$ cat src/psesr_pkg.sv
/*
  Package for the port state and error status block: register offsets,
  lane layout, reset values and the structs that carry port status and register requests.
  Assumes a single 20 MHz clock and a plain register port.
*/
// Behaviour
// - two port state words, bank zero and bank one
// - lane bit zero flags an attached device
// - lane bit three flags a recorded error
// - lane bit four flags Hi-Speed operation
// - lane bit five flags SuperSpeed operation
// - lanes sit at bits 0, 8, 16, 24
// - two error words, bank zero and one
// - bank zero error bits 0, 8, 16, 24 for channels zero-three
// - bank one error lanes serve channels four-seven
// - clear command acts per channel, independently
// - clear resets state error and error bits
// - temperature returned in micro-degrees Celsius
package psesr_pkg;
  // ==========================================================
  // register map (word offsets)
  localparam logic [3:0] OFS_STATE_LOW  = 4'h0;
  localparam logic [3:0] OFS_STATE_HIGH = 4'h1;
  localparam logic [3:0] OFS_ERROR_LOW  = 4'h2;
  localparam logic [3:0] OFS_ERROR_HIGH = 4'h3;
  localparam logic [3:0] OFS_TEMP       = 4'h4;
  localparam logic [3:0] OFS_CLEAR      = 4'h5;

  // ==========================================================
  // lane layout
  localparam int LANE_W      = 8;
  localparam int BIT_ATTACH  = 0;
  localparam int BIT_ERROR   = 3;
  localparam int BIT_HISPEED = 4;
  localparam int BIT_SUPER   = 5;
  localparam int BIT_OVERCUR = 0;
  localparam int CH_PER_BANK = 4;

  // ==========================================================
  // reset values
  localparam logic [31:0] RST_WORD = 32'h0000_0000;
  localparam logic [7:0]  RST_ERR  = 8'h00;

  typedef struct packed {
    logic attached;
    logic hispeed;
    logic superspeed;
  } psesr_port_t;

  typedef struct packed {
    logic [3:0]  addr;
    logic [31:0] wdata;
    logic        wr;
    logic        rd;
  } psesr_req_t;
endpackage

$ cat src/psesr_lane.sv
/*
  One channel: sticky overcurrent flag with per-channel clear.
  Assumes synchronised overcurrent level and a one-cycle clear pulse.
*/
module psesr_lane (
  input  wire logic i_mclk,
  input  wire logic i_srst,
  input  wire logic i_overcur,
  input  wire logic i_clear,
  output logic      o_err
);
  // sticky until clear; a fresh event beats the clear
  always_ff @(posedge i_mclk) begin
    if (i_srst) begin
      o_err <= 1'b0;
    end else if (i_overcur) begin
      o_err <= 1'b1;
    end else if (i_clear) begin
      o_err <= 1'b0;
    end
  end
endmodule // psesr_lane

$ cat src/psesr_sync.sv
/*
  Two-flop synchroniser for a vector of pin levels.
  Assumes inputs asynchronous to i_mclk.
*/
module psesr_sync #(
  parameter int WIDTH = 8
) (
  input  wire logic             i_mclk,
  input  wire logic             i_srst,
  input  wire logic [WIDTH-1:0] i_async,
  output logic      [WIDTH-1:0] o_sync
);
  logic [WIDTH-1:0] meta;

  always_ff @(posedge i_mclk) begin
    if (i_srst) begin
      meta   <= '0;
      o_sync <= '0;
    end else begin
      meta   <= i_async;
      o_sync <= meta;
    end
  end
endmodule // psesr_sync

$ cat src/psesr_top.sv
/*
  Port state and error status register bank for an eight-channel hub.
  Channel status pins are asynchronous and are synchronised here;
  the temperature word comes from logic on the same clock.
  Assumes a register master that keeps the strobe protocol.
*/
module psesr_top #(
  parameter int CHANNELS = 8
) (
  input  wire logic                i_mclk,
  input  wire logic                i_srst,
  input  wire logic [CHANNELS-1:0] i_attached,
  input  wire logic [CHANNELS-1:0] i_hispeed,
  input  wire logic [CHANNELS-1:0] i_superspeed,
  input  wire logic [CHANNELS-1:0] i_overcur,
  input  wire logic [31:0]         i_temp_micro_c,
  input  wire logic [3:0]          i_addr,
  input  wire logic [31:0]         i_wdata,
  input  wire logic                i_wr,
  input  wire logic                i_rd,
  output logic      [31:0]         o_rdata
);
  // ==========================================================
  // synchronised pins
  logic [CHANNELS-1:0] att_s;
  logic [CHANNELS-1:0] hs_s;
  logic [CHANNELS-1:0] ss_s;
  logic [CHANNELS-1:0] oc_s;
  logic [CHANNELS-1:0] clr;
  logic [CHANNELS-1:0] err;
  psesr_pkg::psesr_port_t port [CHANNELS];
  psesr_pkg::psesr_req_t  req;

  assign req = '{addr: i_addr, wdata: i_wdata, wr: i_wr, rd: i_rd};

  psesr_sync #(.WIDTH(4*CHANNELS)) u_sync (
    .i_mclk  (i_mclk),
    .i_srst  (i_srst),
    .i_async ({i_attached, i_hispeed, i_superspeed, i_overcur}),
    .o_sync  ({att_s, hs_s, ss_s, oc_s})
  );

  // ==========================================================
  // clear command: write a channel mask to the clear offset
  // each set bit clears only its own channel
  always_comb begin
    if (req.wr && req.addr == psesr_pkg::OFS_CLEAR) begin
      clr = req.wdata[CHANNELS-1:0];
    end else begin
      clr = '0;
    end
  end

  genvar g;
  generate
    for (g = 0; g < CHANNELS; g++) begin : g_ch
      assign port[g] = '{attached: att_s[g], hispeed: hs_s[g], superspeed: ss_s[g]};
      psesr_lane u_lane (
        .i_mclk    (i_mclk),
        .i_srst    (i_srst),
        .i_overcur (oc_s[g]),
        .i_clear   (clr[g]),
        .o_err     (err[g])
      );
    end
  endgenerate

  // ==========================================================
  // word packing
  // bank selects channels 0-3 or 4-7
  function automatic logic [31:0] state_word(input int bank);
    logic [31:0] w;
    int          ch;
    w = psesr_pkg::RST_WORD;
    for (int l = 0; l < psesr_pkg::CH_PER_BANK; l++) begin
      ch = bank * psesr_pkg::CH_PER_BANK + l;
      // lane base at l*8; attach bit
      w[l*psesr_pkg::LANE_W + psesr_pkg::BIT_ATTACH]  = port[ch].attached;
      w[l*psesr_pkg::LANE_W + psesr_pkg::BIT_ERROR]   = err[ch];
      w[l*psesr_pkg::LANE_W + psesr_pkg::BIT_HISPEED] = port[ch].hispeed;
      w[l*psesr_pkg::LANE_W + psesr_pkg::BIT_SUPER]   = port[ch].superspeed;
    end
    return w;
  endfunction

  // error words, bank 0 or 1 only
  function automatic logic [31:0] error_word(input int bank);
    logic [31:0] w;
    w = psesr_pkg::RST_WORD;
    for (int l = 0; l < psesr_pkg::CH_PER_BANK; l++) begin
      w[l*psesr_pkg::LANE_W + psesr_pkg::BIT_OVERCUR] =
        err[bank*psesr_pkg::CH_PER_BANK + l];
    end
    return w;
  endfunction

  // ==========================================================
  // read port: data the cycle after the strobe, zero otherwise
  always_ff @(posedge i_mclk) begin
    if (i_srst || !req.rd) begin
      o_rdata <= psesr_pkg::RST_WORD;
    end else begin
      case (req.addr)
        psesr_pkg::OFS_STATE_LOW:  o_rdata <= state_word(0);
        psesr_pkg::OFS_STATE_HIGH: o_rdata <= state_word(1);
        psesr_pkg::OFS_ERROR_LOW:  o_rdata <= error_word(0);
        psesr_pkg::OFS_ERROR_HIGH: o_rdata <= error_word(1);
        psesr_pkg::OFS_TEMP:       o_rdata <= i_temp_micro_c;
        default:                   o_rdata <= psesr_pkg::RST_WORD;
      endcase
    end
  end
endmodule // psesr_top

$ cat config.mk
export PLATFORM = sky130hd
export DESIGN_NAME = psesr_top
export DESIGN_NICKNAME = d
export VERILOG_FILES = /design/src/psesr_pkg.sv /design/src/psesr_lane.sv /design/src/psesr_sync.sv /design/src/psesr_top.sv
export SDC_FILE = /design/constraint.sdc
export NUM_CORES = 1
export LEC_CHECK = 0
export ABC_AREA = 1
export BUFFER_PORTS_ARGS = -buffer_cell sky130_fd_sc_hd__buf_2
export CAP_MARGIN = 15
export CORE_MARGIN = 4
export CORE_UTILIZATION = 43
export DETAILED_ROUTE_END_ITERATION = 10
export PLACE_DENSITY = 0.81
export SLEW_MARGIN = 20
export SYNTH_ARGS = -nofsm -noshare
export SYNTH_HDL_FRONTEND = slang
export SYNTH_SLANG_ARGS = --single-unit
$ cat constraint.sdc
create_clock -name i_mclk -period 0.85 [get_ports i_mclk]
set_input_delay 0.085 -clock i_mclk [delete_from_list [all_inputs] [get_ports i_mclk]]
set_output_delay 0.085 -clock i_mclk [all_outputs]
set_load 0.005 [all_outputs]
==> out/results.ini, run 1 <==
[floorplanning]
core_area_sq_um = 7850
initial_core_util = 0.448
fp.dieH_um = 98.4
die_area_sq_um = 9680
die_x_um = 98.4
ios = 136
rows = 32

[yosys]
synthTopCellsByArea = dfxtp_1 59%, nor2_1 9.7%, inv_1 9.3%, nand3_1 8.1%, nand2_1 6.4%
synthDistinctLibCells = 16
synth.largest_area_cell = dfxtp_1
synth-seq-cells = 104
ys_seq_area_frac = 0.593
netlist_area_sq_um = 3510
avgSynthCellArea_sq_um = 7.93
synthCells = 443
synth_top_area_frac = 0.593
yosys_warnings = 0
syn_nets = 547

[min_path]
hold_depth = 3
worst_hold_startpoint = i_srst
worstHoldEndpoint = u_sync.meta[2]
hold_path.class = input pin to flip-flop

[pwr]
power_density_nw_per_um2 = 1730
vdd_drop_max_mv = 0.892
pwr-share-seq = 0.585
swShare = 0.242
p_leak_uw = 0.00256
power.internal_uw = 6610
switching_power_uw = 2120
power.total_uw = 8720
clkPwrFrac = 0.317
combPwrFrac = 0.099

[global_routing]
grt_pass1_wl_um = 13100
antenna_found_initial = 0
overflow = 0
grtUsageTotal = 0.166
grt_max_degree = 46
first_global_vias = 2959

[sta]
final.period_utilization = 1.04
clock.fmax_mhz = 1140
final_hold_viol_count = 0
relSlewSlack = 0.813
setup_slack_ps = -30.3
rsz0062_at_grt = yes
min_period_ps = 880
final-max-slew-violation-count = 0
setup_viol = 32
clock_skew_ps = 5.20
tightest_slew_ps = 279

[setup_path]
crit_slowest_cell = dfxtp_2
critical_path_depth = 1
critPathCaptureType = primary output
crit_family = flip-flops
start_kind = flip-flop
r2r_start = g_ch[6].u_lane.o_err
path_cells = buf_6
max_stage_delay_ps = 340
cp.required_ps = 760
path_max_fanout = 1
critPathKind = flip-flop to primary output
path_buf_inv = 1
crit_arrival_ps = 800
rrSetupSlack_ps = 70
rr_worst_depth = 4
r2r_end = o_rdata[16]

[place]
port_buffers = 111
gp_congestion = 0.903
dpl.hpwl_um = 5440
placed_cell_area_sq_um = 4220

[cells_and_area]
area_delta_synth_final_pct = 43.2
fin_area_sq_um = 5030
drive_gt1_frac = 0.269
fin_nets = 719
num_antenna_cells = 0

[clocking]
ctsRootBufferMaster = clkbuf_8
clock_sinks = 104
clkTransAtPathRegs_ps = 100
cts_max_path_buffers = 2
cts.htree.levels = 3
cts_tree = done
cts_buffers = 9
clk_latency_ps = 360

[detailed_routing]
drc = 0
drt-vias-per-instance = 4.27
wl_per_cell_um = 11.2
ant_nets = 0
routed_wl_um = 8080
num_vias = 3084
drt_iter0_drc = 82
dr.pass1.iters = 4

[status]
violations = negative setup slack
status = complete, but fails checks

[job]
maxCapViolations = 0

[repair_timing]
item,in CTS,in global routing
hold endpoints to repair,56,0
endpoints found under the setup margin,32,34
cloned,0,0
setup buffers,0,2
hold buffers,56,0
pin swaps,0,1
gates resized for setup,0,20
[power groups by stage]
stage	registers (uW)	clock network [uW]	logic, uW
2_1_floorplan	5200	0	342
6_report	5100	2760	859
3_5_place_dp	5220	0	641
3_3_place_gp	5210	0	625
5_1_grt	5120	3030	963
4_1_cts	5100	2840	837
[final cells by class]
cell class	count	area (sq um)
clock buffer	9	124
clock inverter	7	55.1
fill	644	2820
inverter	91	342
multi-input combinational	227	973
sequential	104	2100
tap	102	128
timing repair buffer	182	1310
[Yosys cell counts, drive strengths merged]
cell type,instances
dfxtp,104
a21oi,8
clkbuf,3
inv,91
nand4,4
nand2,62
nand3,57
buf,18
nor2,96
[metal layers]
metal,global-route usage,vias up,part of all wire
li1,-,1646,-
met1,0.201,1300,0.42
met2,0.279,114,0.49
met3,0.0271,24,0.058
met4,0.0945,0,0.031
met5,0,-,0
[worst max-delay path by stage]
stage / from / to / slack [ps]
after CTS: o_rdata[24] / o_rdata[24] / -50
after global placement: i_addr[3] / o_rdata[15] / -160
after floorplan: i_addr[0] / o_rdata[3] / 0.05
after detailed placement: i_addr[3] / o_rdata[6] / -250
after global routing: o_rdata[24] / o_rdata[24] / -70
final: o_rdata[12] / o_rdata[12] / -30
[cells in the final DEF, fill, tap and decap left out, drive strengths merged]
cell and count:
clkinv 4, a21oi 8, nand3 57, dfxtp 104, nor2 96, buf 126
nand2 62, clkbuf 9, clkinvlp 1, nand4 4, inv 93, dlygate4sd3 56
[sequential cells by signal, summed over array words and instances, names as in the netlist]
name               flops
g_ch.u_lane.o_err      8
o_rdata               32
u_sync.meta           32
u_sync.o_sync         32
[per-stage QoR]
step / hold WS [ps] / instances / util / setup TNS (ps) / setup slack [ps]
2_1_floorplan: 192 / 443 / - / 0 / 0.0488
3_3_place_gp: 289 / 648 / 0.537 / -5360 / -164
3_5_place_dp: 293 / 648 / 0.537 / -7030 / -251
4_1_cts: 34.3 / 720 / 0.631 / -989 / -46.4
5_1_grt: 47.6 / 722 / 0.641 / -1710 / -68.9
6_report: 40.2 / 722 / 0.641 / -524 / -30.3
[cell families after synthesis]
kind of cell / share of synthesized area
AO/OA/AOI/OAI: 0.0114
buffers and inverters: 0.131
flip-flops: 0.593
AND/OR/NAND/NOR: 0.265
Power figures use the tool's default switching activity.
==> run 2: changes to the inputs <==
--- a/config.mk
+++ b/config.mk
@@ -8,10 +8,12 @@
 export ABC_AREA = 1
 export BUFFER_PORTS_ARGS = -buffer_cell sky130_fd_sc_hd__buf_2
 export CAP_MARGIN = 15
-export CORE_MARGIN = 4
+export CORE_ASPECT_RATIO = 0.9
+export CORE_MARGIN = 10
 export CORE_UTILIZATION = 43
 export DETAILED_ROUTE_END_ITERATION = 10
 export PLACE_DENSITY = 0.81
+export SKIP_LAST_GASP = 1
 export SLEW_MARGIN = 20
 export SYNTH_ARGS = -nofsm -noshare
 export SYNTH_HDL_FRONTEND = slang
==> run 2 against run 1 <==
Effect of this change:
- the run still ends with negative setup slack left
- clock power is 11% higher
- die area increased by 26%
- utilization fell by 1.3 points
- register-to-register slack about the same
- maximum frequency shrank 0.57%
- total power rose by 3.4%
- non-clock buffer count decreased by 2
- critical path depth stayed put
- global-route usage decreased by 2.3 points
- worst setup slack worse by 5.1 ps
- sequential share of layout area about the same
- via count decreased by 0.42%
- critical path type unchanged
- largest cell class unchanged
==> out/results.ini, run 2 (same netlist as run 1, synthesis figures left out) <==
[setup_path]
startpoint = o_rdata[26]
rr_worst_depth = 4  ; unchanged
crit_arrival_ps = 800  ; about the same
critPathCaptureType = primary output
critical_path_depth = 1  ; unchanged
path_buf_inv = 1  ; unchanged
crit_slowest_cell = dfxtp_2
r2r_start = g_ch[6].u_lane.o_err
critPathKind = flip-flop to primary output
path_max_fanout = 1  ; unchanged
path_cells = buf_2
cp.required_ps = 760  ; about the same
start_kind = flip-flop
crit_family = flip-flops
max_stage_delay_ps = 330  ; about the same

[clocking]
clk_latency_ps = 360  ; about the same
clock_sinks = 104  ; unchanged
cts_tree = done
cts_max_path_buffers = 2  ; unchanged
ctsRootBufferMaster = clkbuf_8
cts.htree.levels = 3  ; unchanged
cts_buffers = 9  ; unchanged
clkTransAtPathRegs_ps = 90  ; about the same

[cells_and_area]
multiInputGateArea_sq_um = 973  ; unchanged
mostFrequentLayoutCell = buf_2
final_cell_mix = 104 x buf_2, 95 x dfxtp_1, 90 x nor2_1
layout.filler_cells = 642  ; -0.31%
area_delta_synth_final_pct = 42.8
fin_nets = 717  ; -0.28%
drive_gt1_frac = 0.259  ; -0.0100
top_regs = o_rdata: 32 flops, u_sync.meta: 32 flops, u_sync.o_sync: 32 flops
ff_latch_area_sq_um = 2090  ; -0.24%

[sta]
final.period_utilization = 1.04  ; +0.00595
min_period_ps = 885  ; +5.06 ps
setup_slack_ps = -35.3  ; -5.06 ps
relSlewSlack = 0.729  ; -0.0843
tightest_slew_ps = 406  ; +127 ps
final_hold_viol_count = 0  ; unchanged
setup_viol = 32  ; unchanged
rsz0062_at_grt = yes
final-max-slew-violation-count = 0  ; unchanged
clock_skew_ps = 7.97  ; +2.77 ps
clock.fmax_mhz = 1130  ; -0.57%
tns_ps = -609  ; -85.3 ps

[place]
dpl.hpwl_um = 6100  ; +12%
port_buffers = 111  ; unchanged
gp_congestion = 0.950  ; +5.3%
dp_slack_ps = -275  ; -23.7 ps

[floorplanning]
ios = 136  ; unchanged
initial_core_util = 0.440  ; -0.00799
fp.dieH_um = 106  ; +7.5%
die_area_sq_um = 12200  ; +26%
die_x_um = 115  ; +17%
rows = 31  ; -3.1%
core_area_sq_um = 7990  ; +1.8%

[pwr]
p_leak_uw = 0.00255  ; -0.36%
vdd_drop_max_mv = 0.827  ; -7.3%
power_density_nw_per_um2 = 1800  ; +3.7%

[detailed_routing]
wl_per_cell_um = 12.4  ; +11%
drt-vias-per-instance = 4.28  ; +0.27%
num_vias = 3071  ; -0.42%
ant_nets = 0  ; unchanged
drc = 0  ; unchanged
drt_iter0_drc = 202  ; +150%
dr.pass1.iters = 4  ; unchanged
routed_wl_um = 8890  ; +10%

[global_routing]
first_global_vias = 3101  ; +4.8%
grt_max_degree = 46  ; unchanged
grtUsageTotal = 0.143  ; -0.0231
overflow = 0  ; unchanged
antenna_found_initial = 1  ; +1
grt_pass1_wl_um = 14400  ; +9.5%

[job]
maxCapViolations = 0  ; unchanged

[min_path]
hold_path.class = input pin to flip-flop
hold_depth = 5  ; +2
worst_hold_startpoint = i_temp_micro_c[29]

[status]
status = complete, but fails checks
violations = negative setup slack

==> run 2: cell count changes in the layout (fill, tap and decap cells not counted), sizes merged <==
cell / previous run / this run
diode: 0 / 1
buf: 126 / 124
clkinv: 4 / 1
bufinv: 0 / 1
inv: 93 / 94
==> run 2: worst min-delay path: stages <==
cell     delay (ps)
buf_2            80
nand3_1          60
nand3_1          80
nand2_1          50
inv_1            40
==> run 2: final cells by class <==
cell class,count,area share
flip-flops and latches,104,0.417
repair buffers,180,0.256
multi-input cells,227,0.194
inverters,91,0.0681
clock buffers,9,0.0247
well taps,99,0.0247
clock inverters,6,0.0150
diodes,1,0.000499
==> run 2: repair_timing <==
item	4_1_cts	5_1_grt
setup buffers	0	2
gates resized for setup	0	16
hold buffers	55	1
cloned	0	0
hold endpoints to repair	55	1
pin swaps	0	1
setup endpoints to repair	32	33
==> run 2: layer usage <==
layer | part of all wire | wire, um | global-route usage | up-vias
li1 | - | - | - | 1636
met5 | 0 | 0 | 0 | -
met3 | 0.070 | 625 | 0.0431 | 13
met2 | 0.49 | 4360 | 0.240 | 104
met4 | 0.019 | 165 | 0.0671 | 0
met1 | 0.42 | 3730 | 0.162 | 1318
==> run 2: power breakdown <==
group,internal [uW],switching [uW],leakage (uW)
logic,456,393,0.00159
clock network,1390,1670,0.0000982
registers,5040,62.1,0.000858
total,6890,2130,0.00255
==> run 2: path summary, 6_finish.rpt <==
kind,slack [ps],to
setup / recovery,-40,o_rdata[26]
hold / removal,60,o_rdata[29]
setup reg to reg,70,o_rdata[16]
hold reg to reg,410,u_sync.o_sync[3]
==> run 2: stage by stage <==
step	cells	cell area, sq um	hold slack (ps)	utilization	total power, uW
after floorplan	443	3510	192	-	5540
after global placement	643	4180	291	0.524	5820
after detailed placement	643	4180	292	0.524	5840
after CTS	713	4930	1.51	0.617	9050
after global routing	717	5020	81.5	0.628	9360
final	717	5020	56.5	0.628	9020
==> run 3: changes to the inputs <==
--- a/config.mk
+++ b/config.mk
@@ -10,9 +10,9 @@
 export CAP_MARGIN = 15
 export CORE_ASPECT_RATIO = 0.9
 export CORE_MARGIN = 10
-export CORE_UTILIZATION = 43
+export CORE_UTILIZATION = 48
 export DETAILED_ROUTE_END_ITERATION = 10
-export PLACE_DENSITY = 0.81
+export PLACE_DENSITY = 0.85
 export SKIP_LAST_GASP = 1
 export SLEW_MARGIN = 20
 export SYNTH_ARGS = -nofsm -noshare
==> constraint.sdc (replaced) <==
create_clock -name i_mclk -period 0.95 [get_ports i_mclk]
set_input_delay 0.095 -clock i_mclk [delete_from_list [all_inputs] [get_ports i_mclk]]
set_output_delay 0.095 -clock i_mclk [all_outputs]
set_load 0.005 [all_outputs]
==> run 3 against run 2 <==
Effect of this change:
- the run now ends clean
- first-iteration DRC count shrank 27%
- clock power shrank 17%
- worst setup slack gained 70 ps
- global-route usage grew 2.5 points
- die area shrank 8.6%
- largest cell class unchanged
==> out/results.ini, run 3 (same netlist as run 1, synthesis figures left out) <==
[floorplanning]
rows = 29  ; -6.5%
fp.dieH_um = 101  ; -4.3%
ios = 136  ; unchanged
die_area_sq_um = 11100  ; -8.6%
die_x_um = 110  ; -4.4%
core_area_sq_um = 7080  ; -11%
initial_core_util = 0.496  ; +0.0568

[setup_path]
max_stage_delay_ps = 330  ; about the same
rrSetupSlack_ps = 160  ; +90 ps
path_cells = buf_2
crit_arrival_ps = 820  ; +20 ps
critPathKind = flip-flop to primary output
path_buf_inv = 1  ; unchanged
path_max_fanout = 1  ; unchanged
crit_family = flip-flops
critPathCaptureType = primary output
crit_slowest_cell = dfxtp_2
r2r_start = g_ch[4].u_lane.o_err
rr_worst_depth = 4  ; unchanged
start_kind = flip-flop
cp.required_ps = 850  ; +90 ps
r2r_end = o_rdata[0]

[sta]
final_hold_viol_count = 0  ; unchanged
relSlewSlack = 0.795  ; +0.0664
final.period_utilization = 0.964
tightest_slew_ps = 307  ; -99.9 ps
setup_viol = 0  ; -100%
clock_skew_ps = 11.0  ; +3.01 ps
clock.fmax_mhz = 1090
final-max-slew-violation-count = 0  ; unchanged
setup_slack_ps = 34.3  ; +69.7 ps
min_period_ps = 916

[min_path]
hold_path.class = input pin to flip-flop
worst_hold_startpoint = i_wdata[4]
worstHoldEndpoint = g_ch[4].u_lane.o_err
hold_depth = 4  ; -1

[cells_and_area]
drive_gt1_frac = 0.249  ; -0.0101
mostFrequentLayoutCell = buf_2
fin_nets = 713  ; -0.56%
layout.filler_cells = 523  ; -19%
area_delta_synth_final_pct = 40.6
top_regs = o_rdata: 32 flops, u_sync.meta: 32 flops, u_sync.o_sync: 32 flops
final_cell_mix = 111 x buf_2, 103 x dfxtp_1, 90 x nor2_1
final_util = 0.698  ; +0.0700

[detailed_routing]
num_vias = 3139  ; +2.2%
wl_per_cell_um = 12.8  ; +3.0%
drt_iter0_drc = 148  ; -27%
dr.pass1.iters = 4  ; unchanged
routed_wl_um = 9040  ; +1.7%
drt-vias-per-instance = 4.43  ; +3.5%
drc = 0  ; unchanged
ant_nets = 0  ; unchanged

[status]
status = finished clean

[clocking]
cts_max_path_buffers = 2  ; unchanged
ctsRootBufferMaster = clkbuf_8
clock_sinks = 104  ; unchanged
clkTransAtPathRegs_ps = 100  ; about the same
cts.htree.levels = 3  ; unchanged
cts_tree = done
cts_buffers = 9  ; unchanged
clk_latency_ps = 370  ; about the same

[pwr]
power_density_nw_per_um2 = 1600  ; -11%
power.total_uw = 7900  ; -12%
p_leak_uw = 0.00253  ; -0.63%
vdd_drop_max_mv = 1.02  ; +23%

[place]
dpl.hpwl_um = 6280  ; +3.0%
port_buffers = 111  ; unchanged
dp_slack_ps = -76.0  ; +199 ps
gp_congestion = 0.805  ; -15%

[global_routing]
grtUsageTotal = 0.168  ; +0.0250
grt_max_degree = 51  ; +11%
first_global_vias = 3181  ; +2.6%
overflow = 0  ; unchanged
grt_pass1_wl_um = 14700  ; +2.3%
antenna_found_initial = 2  ; +1

[job]
maxCapViolations = 0  ; unchanged

-- run 3: cell types whose count changed in the layout (fill, tap and decap cells not counted) --
cell,change
dfxtp_1,+8
dfxtp_2,-8
buf_2,+7
buf_6,-7
dlygate4sd3_1,-4
buf_12,+3
buf_4,-3
inv_6,+2
bufinv_16,-1
clkinv_2,+1
clkinvlp_4,-1
-- run 3: where the power goes --
group	total, uW	internal (uW)	leakage (uW)	switching (uW)
clock	2560	1010	0.0000969	1550
sequential	4570	4510	0.000854	58.9
combinational	764	411	0.00158	353
total	7900	5930	0.00253	1960
-- run 3: cell type report --
class | count | area (sq um) | share of cell area
clock inverter | 7 | 60.1 | 0.0122
inverter | 91 | 342 | 0.0692
timing repair buffer | 176 | 1240 | 0.250
tap | 93 | 116 | 0.0236
multi-input combinational | 227 | 973 | 0.197
antenna | 1 | 2.50 | 0.000507
clock buffer | 9 | 124 | 0.0251
sequential | 104 | 2080 | 0.422
-- run 3: how the worst max path moves through the flow --
stage                           from          end  slack [ps]  cells after the start
final                     o_rdata[4]   o_rdata[4]          30                      1
after global routing      o_rdata[4]   o_rdata[4]        -0.2                      1
after global placement     i_addr[3]   o_rdata[8]         -30                      7
after detailed placement   i_addr[3]  o_rdata[24]         -80                      7
after CTS                 o_rdata[4]   o_rdata[4]          10                      1
after floorplan               i_srst  o_rdata[11]          70                      6
-- run 3: repair_timing --
action / 4_1_cts / 5_1_grt
buffers inserted: 0 / 0
gates resized for setup: 0 / 1
endpoints found under the setup margin: 0 / 1
hold buffers: 52 / 0
endpoints found under the hold margin: 52 / 0
-- run 3: per-layer routing --
metal / share of wire / up-vias / GRT usage
li1: - / 1631 / -
met1: 0.39 / 1349 / 0.181
met2: 0.48 / 127 / 0.285
met3: 0.095 / 30 / 0.0546
met4: 0.034 / 2 / 0.0958
met5: 0.0014 / - / 0
-- run 3: through the flow --
| step | setup TNS, ps | instances | area [sq um] | hold WS [ps] |
|---|---|---|---|---|
| finish | 0 | 708 | 4940 | 18.6 |
| global route | -0.233 | 707 | 4930 | 10.2 |
| CTS | 0 | 707 | 4930 | 3.11 |
| detailed placement | -1540 | 639 | 4230 | 302 |
| global placement | -430 | 639 | 4230 | 296 |
| floorplan | 0 | 443 | 3510 | 202 |
